--- src/shared/sfod_pkg.sv ---
// opcode values, bank register layout and command queue entry layout
// assumes one 100 MHz system clock; the serial link is sampled, not clocked
package sfod_pkg;
    // ==========================================================
    // three-byte-form opcodes (four-byte when wide addressing is on)
    localparam logic [7:0] OP_READ = 8'h03;
    localparam logic [7:0] OP_QUICK_READ = 8'h0B;
    localparam logic [7:0] OP_TWO_LANE_OUT_READ = 8'h3B;
    localparam logic [7:0] OP_FOUR_LANE_OUT_READ = 8'h6B;
    localparam logic [7:0] OP_TWO_LANE_IO_READ = 8'hBB;
    localparam logic [7:0] OP_FOUR_LANE_IO_READ = 8'hEB;
    localparam logic [7:0] OP_DTR_FAST_READ = 8'h0D;
    localparam logic [7:0] OP_DTR_TWO_LANE_IO_READ = 8'hBD;
    localparam logic [7:0] OP_DTR_FOUR_LANE_IO_READ = 8'hED;
    localparam logic [7:0] OP_PAGE_WRITE = 8'h02;
    localparam logic [7:0] OP_FOUR_LANE_PAGE_WRITE = 8'h32;
    localparam logic [7:0] OP_FOUR_LANE_PAGE_WRITE_ALT = 8'h38;
    localparam logic [7:0] OP_SMALL_SECTOR_ERASE = 8'h20;
    localparam logic [7:0] OP_SECTOR_ERASE = 8'hD8;
    // ==========================================================
    // native four-byte opcodes
    localparam logic [7:0] OP_WIDE_ADDR_READ = 8'h13;
    localparam logic [7:0] OP_WIDE_ADDR_QUICK_READ = 8'h0C;
    localparam logic [7:0] OP_WIDE_ADDR_DTR_READ = 8'h0E;
    localparam logic [7:0] OP_WIDE_ADDR_TWO_LANE_OUT_READ = 8'h3C;
    localparam logic [7:0] OP_WIDE_ADDR_FOUR_LANE_OUT_READ = 8'h6C;
    localparam logic [7:0] OP_WIDE_TWO_LANE_IO_READ = 8'hBC;
    localparam logic [7:0] OP_WIDE_FOUR_LANE_IO_READ = 8'hEC;
    localparam logic [7:0] OP_WIDE_DTR_TWO_LANE_IO_READ = 8'hBE;
    localparam logic [7:0] OP_WIDE_DTR_FOUR_LANE_IO_READ = 8'hEE;
    localparam logic [7:0] OP_WIDE_PAGE_WRITE = 8'h12;
    localparam logic [7:0] OP_WIDE_FOUR_LANE_PAGE_WRITE = 8'h34;
    localparam logic [7:0] OP_WIDE_SMALL_SECTOR_ERASE = 8'h21;
    localparam logic [7:0] OP_WIDE_SECTOR_ERASE = 8'hDC;
    localparam logic [7:0] OP_CORRECTION_STATUS_READ = 8'h18;
    // ==========================================================
    // commands without an address
    localparam logic [7:0] OP_MAKER_SIGNATURE_READ = 8'h90;
    localparam logic [7:0] OP_IDENTIFICATION_READ = 8'h9F;
    localparam logic [7:0] OP_SIGNATURE_READ = 8'hAB;
    localparam logic [7:0] OP_BANK_REG_READ = 8'h16;
    localparam logic [7:0] OP_BANK_REG_WRITE = 8'h17;
    localparam logic [7:0] OP_BANK_ACCESS_LEGACY = 8'hB9;
    localparam logic [7:0] OP_LEARNING_PATTERN_READ = 8'h41;
    localparam logic [7:0] OP_LEARNING_PATTERN_NV_WRITE = 8'h43;
    localparam logic [7:0] OP_LEARNING_PATTERN_VOL_WRITE = 8'h4A;
    // ==========================================================
    // bank register
    localparam logic [7:0] BANK_RESET = 8'h00;
    localparam int WIDE_ADDRESS_ENABLE_BIT = 7;
    localparam logic [7:0] BANK_ADDR_MASK = 8'h7F;
    localparam logic [31:0] ARRAY_LAST_DEFAULT = 32'h01FF_FFFF;
    // ==========================================================
    // queue entry: kind, opcode, address, data byte
    localparam logic KIND_CMD = 1'b0;
    localparam logic KIND_DATA = 1'b1;
    localparam int ENTRY_W = 49;
    localparam int QUEUE_DEPTH = 32;
endpackage : sfod_pkg

--- src/shared/sfod_if.sv ---
// valid/ready carrier from the decoder into the command queue
// assumes both ends run on the same system clock
`timescale 1ns/1ps
interface sfod_if #(parameter int W = 49);
    logic valid;
    logic ready;
    logic [W-1:0] data;
    modport src (output valid, output data, input ready);
    modport snk (input valid, input data, output ready);
endinterface : sfod_if

--- src/verilog/sfod_sync.sv ---
// two-flop synchroniser for a group of asynchronous pins
// assumes the pins change slowly compared with clk
`timescale 1ns/1ps
module sfod_sync #(
    parameter int W = 3,
    parameter logic [W-1:0] INIT = '0
) (
    input wire logic clk,
    input wire logic rst_n,
    input wire logic [W-1:0] d,
    output logic [W-1:0] q
);
    typedef struct packed {
        logic [W-1:0] s1;
        logic [W-1:0] s2;
    } sfod_sync_s;
    sfod_sync_s r;
    sfod_sync_s next_r;
    always_comb begin
        next_r.s1 = d;
        next_r.s2 = r.s1;
    end
    always_ff @(posedge clk or negedge rst_n) begin
        if (!rst_n) begin
            r <= {INIT, INIT};
        end else begin
            r <= next_r;
        end
    end
    assign q = r.s2;
endmodule : sfod_sync

--- src/verilog/sfod_fifo.sv ---
// synchronous valid/ready queue, power-of-two depth
// assumes fill and drain share clk
`timescale 1ns/1ps
module sfod_fifo #(
    parameter int W = 49,
    parameter int DEPTH = 32
) (
    input wire logic clk,
    input wire logic rst_n,
    sfod_if.snk fill,
    output logic out_valid,
    input wire logic out_ready,
    output logic [W-1:0] out_data
);
    localparam int AW = $clog2(DEPTH);
    if (DEPTH < 2 || (1 << AW) != DEPTH) begin : g_chk
        $error("queue depth must be a power of two, at least 2");
    end
    typedef struct packed {
        logic [AW-1:0] wp;
        logic [AW-1:0] rp;
        logic [AW:0] count;
    } sfod_fifo_s;
    sfod_fifo_s r;
    sfod_fifo_s next_r;
    logic [W-1:0] mem [DEPTH];
    logic do_push;
    logic do_pop;
    assign fill.ready = (r.count != DEPTH[AW:0]);
    assign out_valid = (r.count != '0);
    assign out_data = mem[r.rp];
    assign do_push = fill.valid && fill.ready;
    assign do_pop = out_valid && out_ready;
    always_comb begin
        next_r = r;
        if (do_push) begin
            next_r.wp = r.wp + 1'b1;
        end
        if (do_pop) begin
            next_r.rp = r.rp + 1'b1;
        end
        next_r.count = r.count + {{AW{1'b0}}, do_push} - {{AW{1'b0}}, do_pop};
    end
    always_ff @(posedge clk or negedge rst_n) begin
        if (!rst_n) begin
            r <= '0;
        end else begin
            r <= next_r;
        end
    end
    always_ff @(posedge clk) begin
        if (do_push) begin
            mem[r.wp] <= fill.data;
        end
    end
endmodule : sfod_fifo

--- src/verilog/sfod_top.sv ---
// serial flash instruction decoder and start-address former
// assumes a host in clock mode 0 or 3, sck well below clk/4; pins arrive asynchronously
`timescale 1ns/1ps
module sfod_top
    import sfod_pkg::*;
#(
    parameter logic [31:0] ARRAY_LAST = sfod_pkg::ARRAY_LAST_DEFAULT,
    parameter int DEPTH = sfod_pkg::QUEUE_DEPTH
) (
    input wire logic clk,
    input wire logic rst_n,
    input wire logic sck,
    input wire logic cs_n,
    input wire logic si,
    output logic so,
    output logic so_oe_n,
    output logic cmd_valid,
    input wire logic cmd_ready,
    output logic cmd_kind,
    output logic [7:0] cmd_opcode,
    output logic [31:0] cmd_addr,
    output logic [7:0] cmd_byte,
    output logic [31:0] read_addr,
    output logic read_next,
    output logic [7:0] bank_select,
    output logic overrun,
    input wire logic overrun_clr
);
    import sfod_pkg::*;

    if (DEPTH < 2) begin : g_chk
        $error("queue depth must be at least 2");
    end

    // the step function wraps at the last byte, so a one-byte array cannot stream
    if (ARRAY_LAST == 32'h0000_0000) begin : g_chk_last
        $error("array must hold at least two bytes");
    end

    // ==========================================================
    // reset release
    // asynchronous assert, clocked release, so no flop leaves reset on a late edge
    logic [1:0] rst_sync;
    logic rst_loc_n;
    always_ff @(posedge clk or negedge rst_n) begin
        if (!rst_n) begin
            rst_sync <= 2'b00;
        end else begin
            rst_sync <= {rst_sync[0], 1'b1};
        end
    end
    assign rst_loc_n = rst_sync[1];

    // ==========================================================
    // pin sampling
    // all three pins share one synchroniser, so si keeps its place against sck
    logic [2:0] pins_s;
    logic sck_s;
    logic cs_n_s;
    logic si_s;
    sfod_sync #(.W(3), .INIT(3'b010)) u_sync (
        .clk(clk),
        .rst_n(rst_loc_n),
        .d({sck, cs_n, si}),
        .q(pins_s)
    );
    assign sck_s = pins_s[2];
    assign cs_n_s = pins_s[1];
    assign si_s = pins_s[0];

    // ==========================================================
    // decode helpers
    function automatic logic is_wide_op(input logic [7:0] op);
        case (op)
            OP_WIDE_ADDR_READ, OP_WIDE_ADDR_QUICK_READ, OP_WIDE_ADDR_DTR_READ,
            OP_WIDE_ADDR_TWO_LANE_OUT_READ, OP_WIDE_ADDR_FOUR_LANE_OUT_READ,
            OP_WIDE_TWO_LANE_IO_READ, OP_WIDE_FOUR_LANE_IO_READ,
            OP_WIDE_DTR_TWO_LANE_IO_READ, OP_WIDE_DTR_FOUR_LANE_IO_READ,
            OP_WIDE_PAGE_WRITE, OP_WIDE_FOUR_LANE_PAGE_WRITE,
            OP_WIDE_SMALL_SECTOR_ERASE, OP_WIDE_SECTOR_ERASE,
            OP_CORRECTION_STATUS_READ: is_wide_op = 1'b1;
            default: is_wide_op = 1'b0;
        endcase
    endfunction : is_wide_op

    function automatic logic is_short_op(input logic [7:0] op);
        case (op)
            OP_READ, OP_QUICK_READ, OP_TWO_LANE_OUT_READ, OP_FOUR_LANE_OUT_READ,
            OP_TWO_LANE_IO_READ, OP_FOUR_LANE_IO_READ,
            OP_DTR_FAST_READ, OP_DTR_TWO_LANE_IO_READ,
            OP_DTR_FOUR_LANE_IO_READ: is_short_op = 1'b1;
            OP_PAGE_WRITE, OP_FOUR_LANE_PAGE_WRITE,
            OP_FOUR_LANE_PAGE_WRITE_ALT: is_short_op = 1'b1;
            OP_SMALL_SECTOR_ERASE: is_short_op = 1'b1;
            OP_SECTOR_ERASE: is_short_op = 1'b1;
            default: is_short_op = 1'b0;
        endcase
    endfunction : is_short_op

    function automatic logic is_plain_op(input logic [7:0] op);
        case (op)
            OP_MAKER_SIGNATURE_READ, OP_IDENTIFICATION_READ,
            OP_SIGNATURE_READ: is_plain_op = 1'b1;
            OP_LEARNING_PATTERN_READ, OP_LEARNING_PATTERN_NV_WRITE,
            OP_LEARNING_PATTERN_VOL_WRITE: is_plain_op = 1'b1;
            OP_BANK_REG_READ, OP_BANK_REG_WRITE,
            OP_BANK_ACCESS_LEGACY: is_plain_op = 1'b1;
            default: is_plain_op = 1'b0;
        endcase
    endfunction : is_plain_op

    // data bytes that follow go into the queue at counting addresses
    function automatic logic is_write_op(input logic [7:0] op);
        case (op)
            OP_PAGE_WRITE, OP_FOUR_LANE_PAGE_WRITE, OP_FOUR_LANE_PAGE_WRITE_ALT,
            OP_WIDE_PAGE_WRITE, OP_WIDE_FOUR_LANE_PAGE_WRITE,
            OP_LEARNING_PATTERN_NV_WRITE, OP_LEARNING_PATTERN_VOL_WRITE: is_write_op = 1'b1;
            default: is_write_op = 1'b0;
        endcase
    endfunction : is_write_op

    // erases, writes and the status read never stream
    function automatic logic is_array_read(input logic [7:0] op);
        is_array_read = (is_short_op(op) || is_wide_op(op)) && !is_write_op(op)
            && op != OP_SMALL_SECTOR_ERASE && op != OP_SECTOR_ERASE
            && op != OP_WIDE_SMALL_SECTOR_ERASE && op != OP_WIDE_SECTOR_ERASE
            && op != OP_CORRECTION_STATUS_READ;
    endfunction : is_array_read

    // sequential address, wrapping to zero past the array end
    function automatic logic [31:0] step_addr(input logic [31:0] a);
        step_addr = (a >= ARRAY_LAST) ? 32'h0000_0000 : a + 32'h0000_0001;
    endfunction : step_addr

    // ==========================================================
    // decoder state
    typedef enum logic [4:0] {
        ST_OPC = 5'b00001,
        ST_ADDR = 5'b00010,
        ST_DATA = 5'b00100,
        ST_BANKRD = 5'b01000,
        ST_IGN = 5'b10000
    } sfod_state_e;

    typedef struct packed {
        sfod_state_e state;
        logic sck_d;
        logic [2:0] bitcnt;
        logic [7:0] shreg;
        logic [7:0] opcode;
        logic wide;
        logic [2:0] need;
        logic [31:0] addr;
        logic [7:0] bank;
        logic so;
        logic so_oe_n;
        logic push;
        logic [ENTRY_W-1:0] entry;
        logic read_next;
        logic overrun;
    } sfod_top_s;

    sfod_top_s r;
    sfod_top_s next_r;
    sfod_if #(.W(ENTRY_W)) q_if ();

    // a false rise after reset in mode 3 is harmless: synced cs_n still reads high
    logic sck_rise;
    logic sck_fall;
    assign sck_rise = sck_s && !r.sck_d;
    assign sck_fall = !sck_s && r.sck_d;

    always_comb begin
        logic [7:0] byte_in;
        logic [31:0] start;
        logic want_push;
        logic [ENTRY_W-1:0] want_entry;
        byte_in = {r.shreg[6:0], si_s};
        start = 32'h0000_0000;
        want_push = 1'b0;
        want_entry = '0;
        next_r = r;
        next_r.sck_d = sck_s;
        next_r.push = 1'b0;
        next_r.read_next = 1'b0;
        if (cs_n_s) begin
            // frame over: the next falling chip select starts a fresh opcode
            next_r.state = ST_OPC;
            next_r.bitcnt = 3'd0;
            next_r.so_oe_n = 1'b1;
        end else begin
            if (sck_rise) begin
                next_r.shreg = byte_in;
                next_r.bitcnt = r.bitcnt + 3'd1;
                if (r.bitcnt == 3'd7) begin
                    case (r.state)
                        ST_OPC: begin
                            next_r.opcode = byte_in;
                            next_r.addr = 32'h0000_0000;
                            next_r.wide = is_wide_op(byte_in)
                                || r.bank[WIDE_ADDRESS_ENABLE_BIT];
                            if (is_wide_op(byte_in)) begin
                                next_r.need = 3'd4;
                                next_r.state = ST_ADDR;
                            end else if (is_short_op(byte_in)) begin
                                next_r.need = r.bank[WIDE_ADDRESS_ENABLE_BIT]
                                    ? 3'd4 : 3'd3;
                                next_r.state = ST_ADDR;
                            end else if (is_plain_op(byte_in)) begin
                                want_push = 1'b1;
                                want_entry = {KIND_CMD, byte_in, 32'h0000_0000, 8'h00};
                                next_r.state = (byte_in == OP_BANK_REG_READ)
                                    ? ST_BANKRD : ST_DATA;
                            end else begin
                                next_r.state = ST_IGN;
                            end
                        end
                        ST_ADDR: begin
                            next_r.addr = {r.addr[23:0], byte_in};
                            next_r.need = r.need - 3'd1;
                            if (r.need == 3'd1) begin
                                if (r.wide) begin
                                    start = {r.addr[23:0], byte_in};
                                end else begin
                                    // top byte from the bank, offset from the command
                                    start = {r.bank & BANK_ADDR_MASK,
                                        r.addr[15:0], byte_in};
                                end
                                next_r.addr = start;
                                want_push = 1'b1;
                                want_entry = {KIND_CMD, r.opcode, start, 8'h00};
                                next_r.state = ST_DATA;
                            end
                        end
                        ST_DATA: begin
                            if (r.opcode == OP_BANK_REG_WRITE
                                || r.opcode == OP_BANK_ACCESS_LEGACY) begin
                                next_r.bank = byte_in;
                                next_r.state = ST_IGN;
                            end else if (is_write_op(r.opcode)) begin
                                want_push = 1'b1;
                                want_entry = {KIND_DATA, r.opcode, r.addr, byte_in};
                                next_r.addr = step_addr(r.addr);
                            end else if (is_array_read(r.opcode)) begin
                                // counts on its own; the bank is never rewritten here
                                next_r.addr = step_addr(r.addr);
                                next_r.read_next = 1'b1;
                            end else begin
                                next_r.state = ST_IGN;
                            end
                        end
                        default: begin
                            next_r.state = r.state;
                        end
                    endcase
                end
            end
            if (sck_fall && r.state == ST_BANKRD) begin
                // bit index 7 - bitcnt: msb first, repeats every byte
                next_r.so = r.bank[~r.bitcnt];
                next_r.so_oe_n = 1'b0;
            end
        end
        // a full queue cannot stall the host, so the rest of the frame is dropped instead
        if (want_push && q_if.ready) begin
            next_r.push = 1'b1;
            next_r.entry = want_entry;
        end
        // a drop in the same cycle as a clear keeps the flag set
        if (want_push && !q_if.ready) begin
            next_r.overrun = 1'b1;
            next_r.state = ST_IGN;
        end else if (overrun_clr) begin
            next_r.overrun = 1'b0;
        end
    end

    always_ff @(posedge clk or negedge rst_loc_n) begin
        if (!rst_loc_n) begin
            r <= '{state: ST_OPC, sck_d: 1'b0, bitcnt: 3'd0, shreg: 8'h00,
                opcode: 8'h00, wide: 1'b0, need: 3'd0, addr: 32'h0000_0000,
                bank: BANK_RESET, so: 1'b0, so_oe_n: 1'b1, push: 1'b0,
                entry: '0, read_next: 1'b0, overrun: 1'b0};
        end else begin
            r <= next_r;
        end
    end

    // ==========================================================
    // command queue
    assign q_if.valid = r.push;
    assign q_if.data = r.entry;

    logic [ENTRY_W-1:0] q_out;
    sfod_fifo #(.W(ENTRY_W), .DEPTH(DEPTH)) u_fifo (
        .clk(clk),
        .rst_n(rst_loc_n),
        .fill(q_if),
        .out_valid(cmd_valid),
        .out_ready(cmd_ready),
        .out_data(q_out)
    );

    // ==========================================================
    // outputs
    // the queue head is sliced straight from the flop array, no extra stage
    assign cmd_kind = q_out[48];
    assign cmd_opcode = q_out[47:40];
    assign cmd_addr = q_out[39:8];
    assign cmd_byte = q_out[7:0];
    assign read_addr = r.addr;
    assign read_next = r.read_next;
    assign bank_select = r.bank;
    assign overrun = r.overrun;
    assign so = r.so;
    assign so_oe_n = r.so_oe_n;
endmodule : sfod_top

--- config.mk ---
export PLATFORM = sky130hd
export DESIGN_NAME = sfod_top
export DESIGN_NICKNAME = d
export VERILOG_FILES = /design/src/shared/sfod_pkg.sv /design/src/shared/sfod_if.sv /design/src/verilog/sfod_sync.sv /design/src/verilog/sfod_fifo.sv /design/src/verilog/sfod_top.sv
export SDC_FILE = /design/constraint.sdc
export NUM_CORES = 2
export LEC_CHECK = 0
export BUFFER_PORTS_ARGS = -buffer_cell sky130_fd_sc_hd__clkbuf_2
export CAP_MARGIN = 20
export CORE_ASPECT_RATIO = 1.1
export CORE_MARGIN = 2
export CORE_UTILIZATION = 57
export CTS_CLUSTER_DIAMETER = 30
export DETAILED_ROUTE_END_ITERATION = 7
export PLACE_DENSITY = 0.76
export SYNTH_ARGS = -nofsm -noshare
export SYNTH_HDL_FRONTEND = slang
export SYNTH_HIERARCHICAL = 1
export SYNTH_SLANG_ARGS = --single-unit
--- constraint.sdc ---
create_clock -name clk -period 4.1 [get_ports clk]
set_input_delay 1.025 -clock clk [delete_from_list [all_inputs] [get_ports clk]]
set_output_delay 1.025 -clock clk [all_outputs]
set_load 0.05 [all_outputs]
==> impl_results.md <==
* Layout area overhead at 23.2%
* Synthesized Nets at around 3,500
* Worst path max stage delay at ~0.53 ns
* Synth Cell Area at slightly below 0.07 sq mm
* R2R Path Start: u_fifo/r[2]
* CTS tree: built
* Sequential area share after synthesis at around 75%
* Period minus WS final at roughly 4.4 ns
* Status: finished, violations left
* Synth cell types at 90
* Initial DRC count at between 6,000 and 7,000
* Via/cell ratio at 7.21
* RD Place Congestion at 0.845
* Multi-input logic area at 0.0167 sq mm
* Tcrit/Tclk final at 106%
* Post-synth EDFFs at between 1,500 and 2,000
* Worst Path Required at 3.07 ns
* Port bufs at 100
* Clock-pin transition on the worst setup and hold timing paths at ~0.050 ns
* Worst Hold Slack at 0.238 ns
* Critical Path, Cell by Cell: buf_12 -> buf_4 -> buf_16 -> mux4_2 -> a22o_1 -> a211oi_4 -> a21oi_4 -> buf_8
* Antenna violation net count after detailed routing at 0
* Finished Layout Cells at between 5,000 and 6,000
* CTS sink cnt at approximately 1,700
* Initial core utilization at 57.2%
* Setup crit end kind: output pin
* Final nets at 3,931
* FF/Latch Area at just over 0.05 sq mm
* DRC errors left at 0
* Final hold vios at 0
* Vias in the first global route at approximately 40,000
* Biggest fanout along the worst timing path at 6
* Clk Latency, worst-skew pair at ~0.90 ns
* YS warnings at 6
* HP Start: cs_n
* Die area at 0.122 sq mm
* Grt ovf at 0
* Rows at about 130
* First-pass GRT wire length at 286,000 um
* Clock root buffer: clkbuf_16
* Ports at around 100
* Top FF cell, synth: edfxtp_1
* Worst Max-Slew Pin Slew at 1.20 ns
* H-tree level count at 5
* R2R setup slack at ~0.68 ns
* Bufs on Longest Clock Path at 4
* Finished Cell Area at around 0.084 sq mm
* Failing checks: negative setup slack
* Gate count after technology mapping at between 3,000 and 4,000
* Core Region at between 0.1 and 0.15 sq mm
* Initial antenna violation count at 1
* Max Cap Violations at 0
* Reg2reg path depth at 14
* Routed WL at 214,000 um
* HP Class: input pin to flop
* Final Setup Violations at 42
* FF+latch count, synth at 1,714
* Slew headroom at about a fifth
* Reg2reg end: u_fifo/r[4]
* Share of async-settable or async-resettable flops after synthesis at 8.52%
* Crit Path Class: flop to output pin
* FILL cells at around 6,400
* Area of placed instances at 0.0711 sq mm
* WHS Path Cells at 1
* RSZ-0062 raised after global routing: yes
* P_leak at ~29 nW
* Largest net degree at the start of global routing at 97
* First-pass iteration count of the detailed router at 6
* Critical Path Start Type: flop
* All-layer global routing usage at 32.8%
* Fin util at a little over two thirds
* Via Count at 40,800
* Mean post-synth cell area at 19.4 sq um
* Share of cells above drive strength 1 at 34.3%
* DR WL/cell at about 38 um
* Cell at the slowest stage of the critical path: mux4_2
* DP HPWL at between 80,000 and 90,000 um
* Power Density at between 600 and 700 mW/mm^2
* Max Clock Skew at 0.0588 ns
* Post-route setup slack at -0.261 ns
* VDD IR max at between 0.0005 and 0.0006 V
* Placed cells at roughly 5,000
* Critical Path AT at ~3.3 ns
* Die H at about 370 um
* Highest clock rate at around 230 MHz
* Slew Viols, Final at 0
* Die W at 334 um
* Dpl ws at 0.491 ns
* # diodes at 0
* Number of buffers created by CTS at 280
* Hold Path End: u_sync/next_r[1]
==> final cells by class <==
cell class | instances | area share [%]
clock inverter | 176 | 2.14
inverter | 46 | 0.206
timing repair buffer | 388 | 6.24
sequential | 1714 | 60.5
clock buffer | 307 | 8.64
multi-input combinational | 1474 | 20.0
tap | 1552 | 2.31
==> where the power goes <==
part	switching (mW)	internal [mW]	leakage [nW]	total (mW)
clock network	8.93	14.3	4.37	23.2
registers	0.320	18.9	17.0	19.2
logic	8.47	6.48	7.70	15.0
==> registers in the layout (all words and copies together) (netlist names) <==
signal / flops
u_fifo/mem: 1568
q_if.data: 49
q_if.valid: 1
bank_select: 8
rst_sync: 2
r: 28
u_fifo/r: 16
u_sync/next_r: 3
overrun: 1
read_addr: 32
so_oe_n: 1
u_sync/q: 3
read_next: 1
so: 1
==> how the worst max path moves through the flow <==
| stage | start | end | slack [ns] | cells past startpoint |
|---|---|---|---|---|
| after floorplan | u_fifo/r[2] | u_fifo/mem[30][0] | 0.28 | 7 |
| after global placement | u_fifo/r[6] | cmd_addr[0] | 0.52 | 7 |
| after CTS | u_fifo/r[6] | cmd_addr[9] | -0.11 | 8 |
| after detailed placement | u_fifo/r[6] | cmd_byte[4] | 0.49 | 7 |
| final | u_fifo/r[6] | cmd_kind | -0.26 | 8 |
| after global routing | u_fifo/r[6] | cmd_kind | -0.25 | 8 |
==> cells in the mapped netlist, types with 41 or more instances <==
library cell / number / area, sq um
edfxtp_1: 1568 / 47100
mux4_2: 296 / 6670
mux2i_1: 206 / 2060
dfrtp_1: 142 / 3550
clkbuf_1: 122 / 458
a211oi_1: 99 / 743
a21oi_1: 98 / 490
nor2_1: 98 / 368
o21ai_0: 64 / 320
buf_4: 61 / 458
o22ai_1: 58 / 363
a22oi_1: 53 / 398
nand2_1: 52 / 195
o221ai_1: 49 / 429
a22o_1: 48 / 420
inv_1: 45 / 169
buf_2: 44 / 220
mux2_4: 41 / 616
==> cell usage in the layout, fill, tap and decap left out, types with 41 or more instances in the layout <==
cell and instances:
inv_1 45, clkbuf_2 51, buf_4 140, o221ai_1 42, buf_16 47, nand2_1 52, nor2_1 64, mux2i_1 203
a211oi_2 73, mux4_2 296, a22o_1 47, clkbuf_16 293, buf_12 64, dfrtp_1 136, edfxtp_1 1568, mux2_4 41
o21ai_0 64, a21oi_1 58, o22ai_1 56
==> critical path: cells and delay by family (launching register included) <==
family	cells	cell delay, ns
compound gates	3	0.78
buf+inv	4	0.65
mux	1	0.53
flops	1	0.45
==> metal layers <==
metal | routed length [um] | GRT usage [%] | vias up
met3 | 30400 | 7.95 | 998
met2 | 100000 | 52.4 | 4087
met1 | 67900 | 42.5 | 20400
met5 | 0 | 0 | -
met4 | 14900 | 16.7 | 0
li1 | - | - | 15300
==> cell families after synthesis <==
logic type / share of synthesized area (%)
XOR/XNOR: 0.219
flip-flops: 74.5
AO/OA/AOI/OAI: 5.83
buffers and inverters: 2.61
AND/OR/NAND/NOR: 2.36
adder cells (fa/ha/maj): 0.378
multiplexers: 14.1
other: 0.00551
==> through the flow <==
step / TNS (ns) / power [mW]
floorplan: 0 / 26.7
global placement: 0 / 29.6
detailed placement: 0 / 29.7
CTS: -2.56 / 55.5
global route: -5.49 / 58.3
finish: -3.88 / 57.4
==> what timing repair did <==
item,in CTS,in global routing
pin swaps,54,47
endpoints found under the hold margin,2,0
resized for setup,301,87
setup endpoints to repair,49,49
setup buffers,54,35
gates cloned,24,7
hold buffers,1,0
No activity file was read; power rests on OpenSTA's default activity.
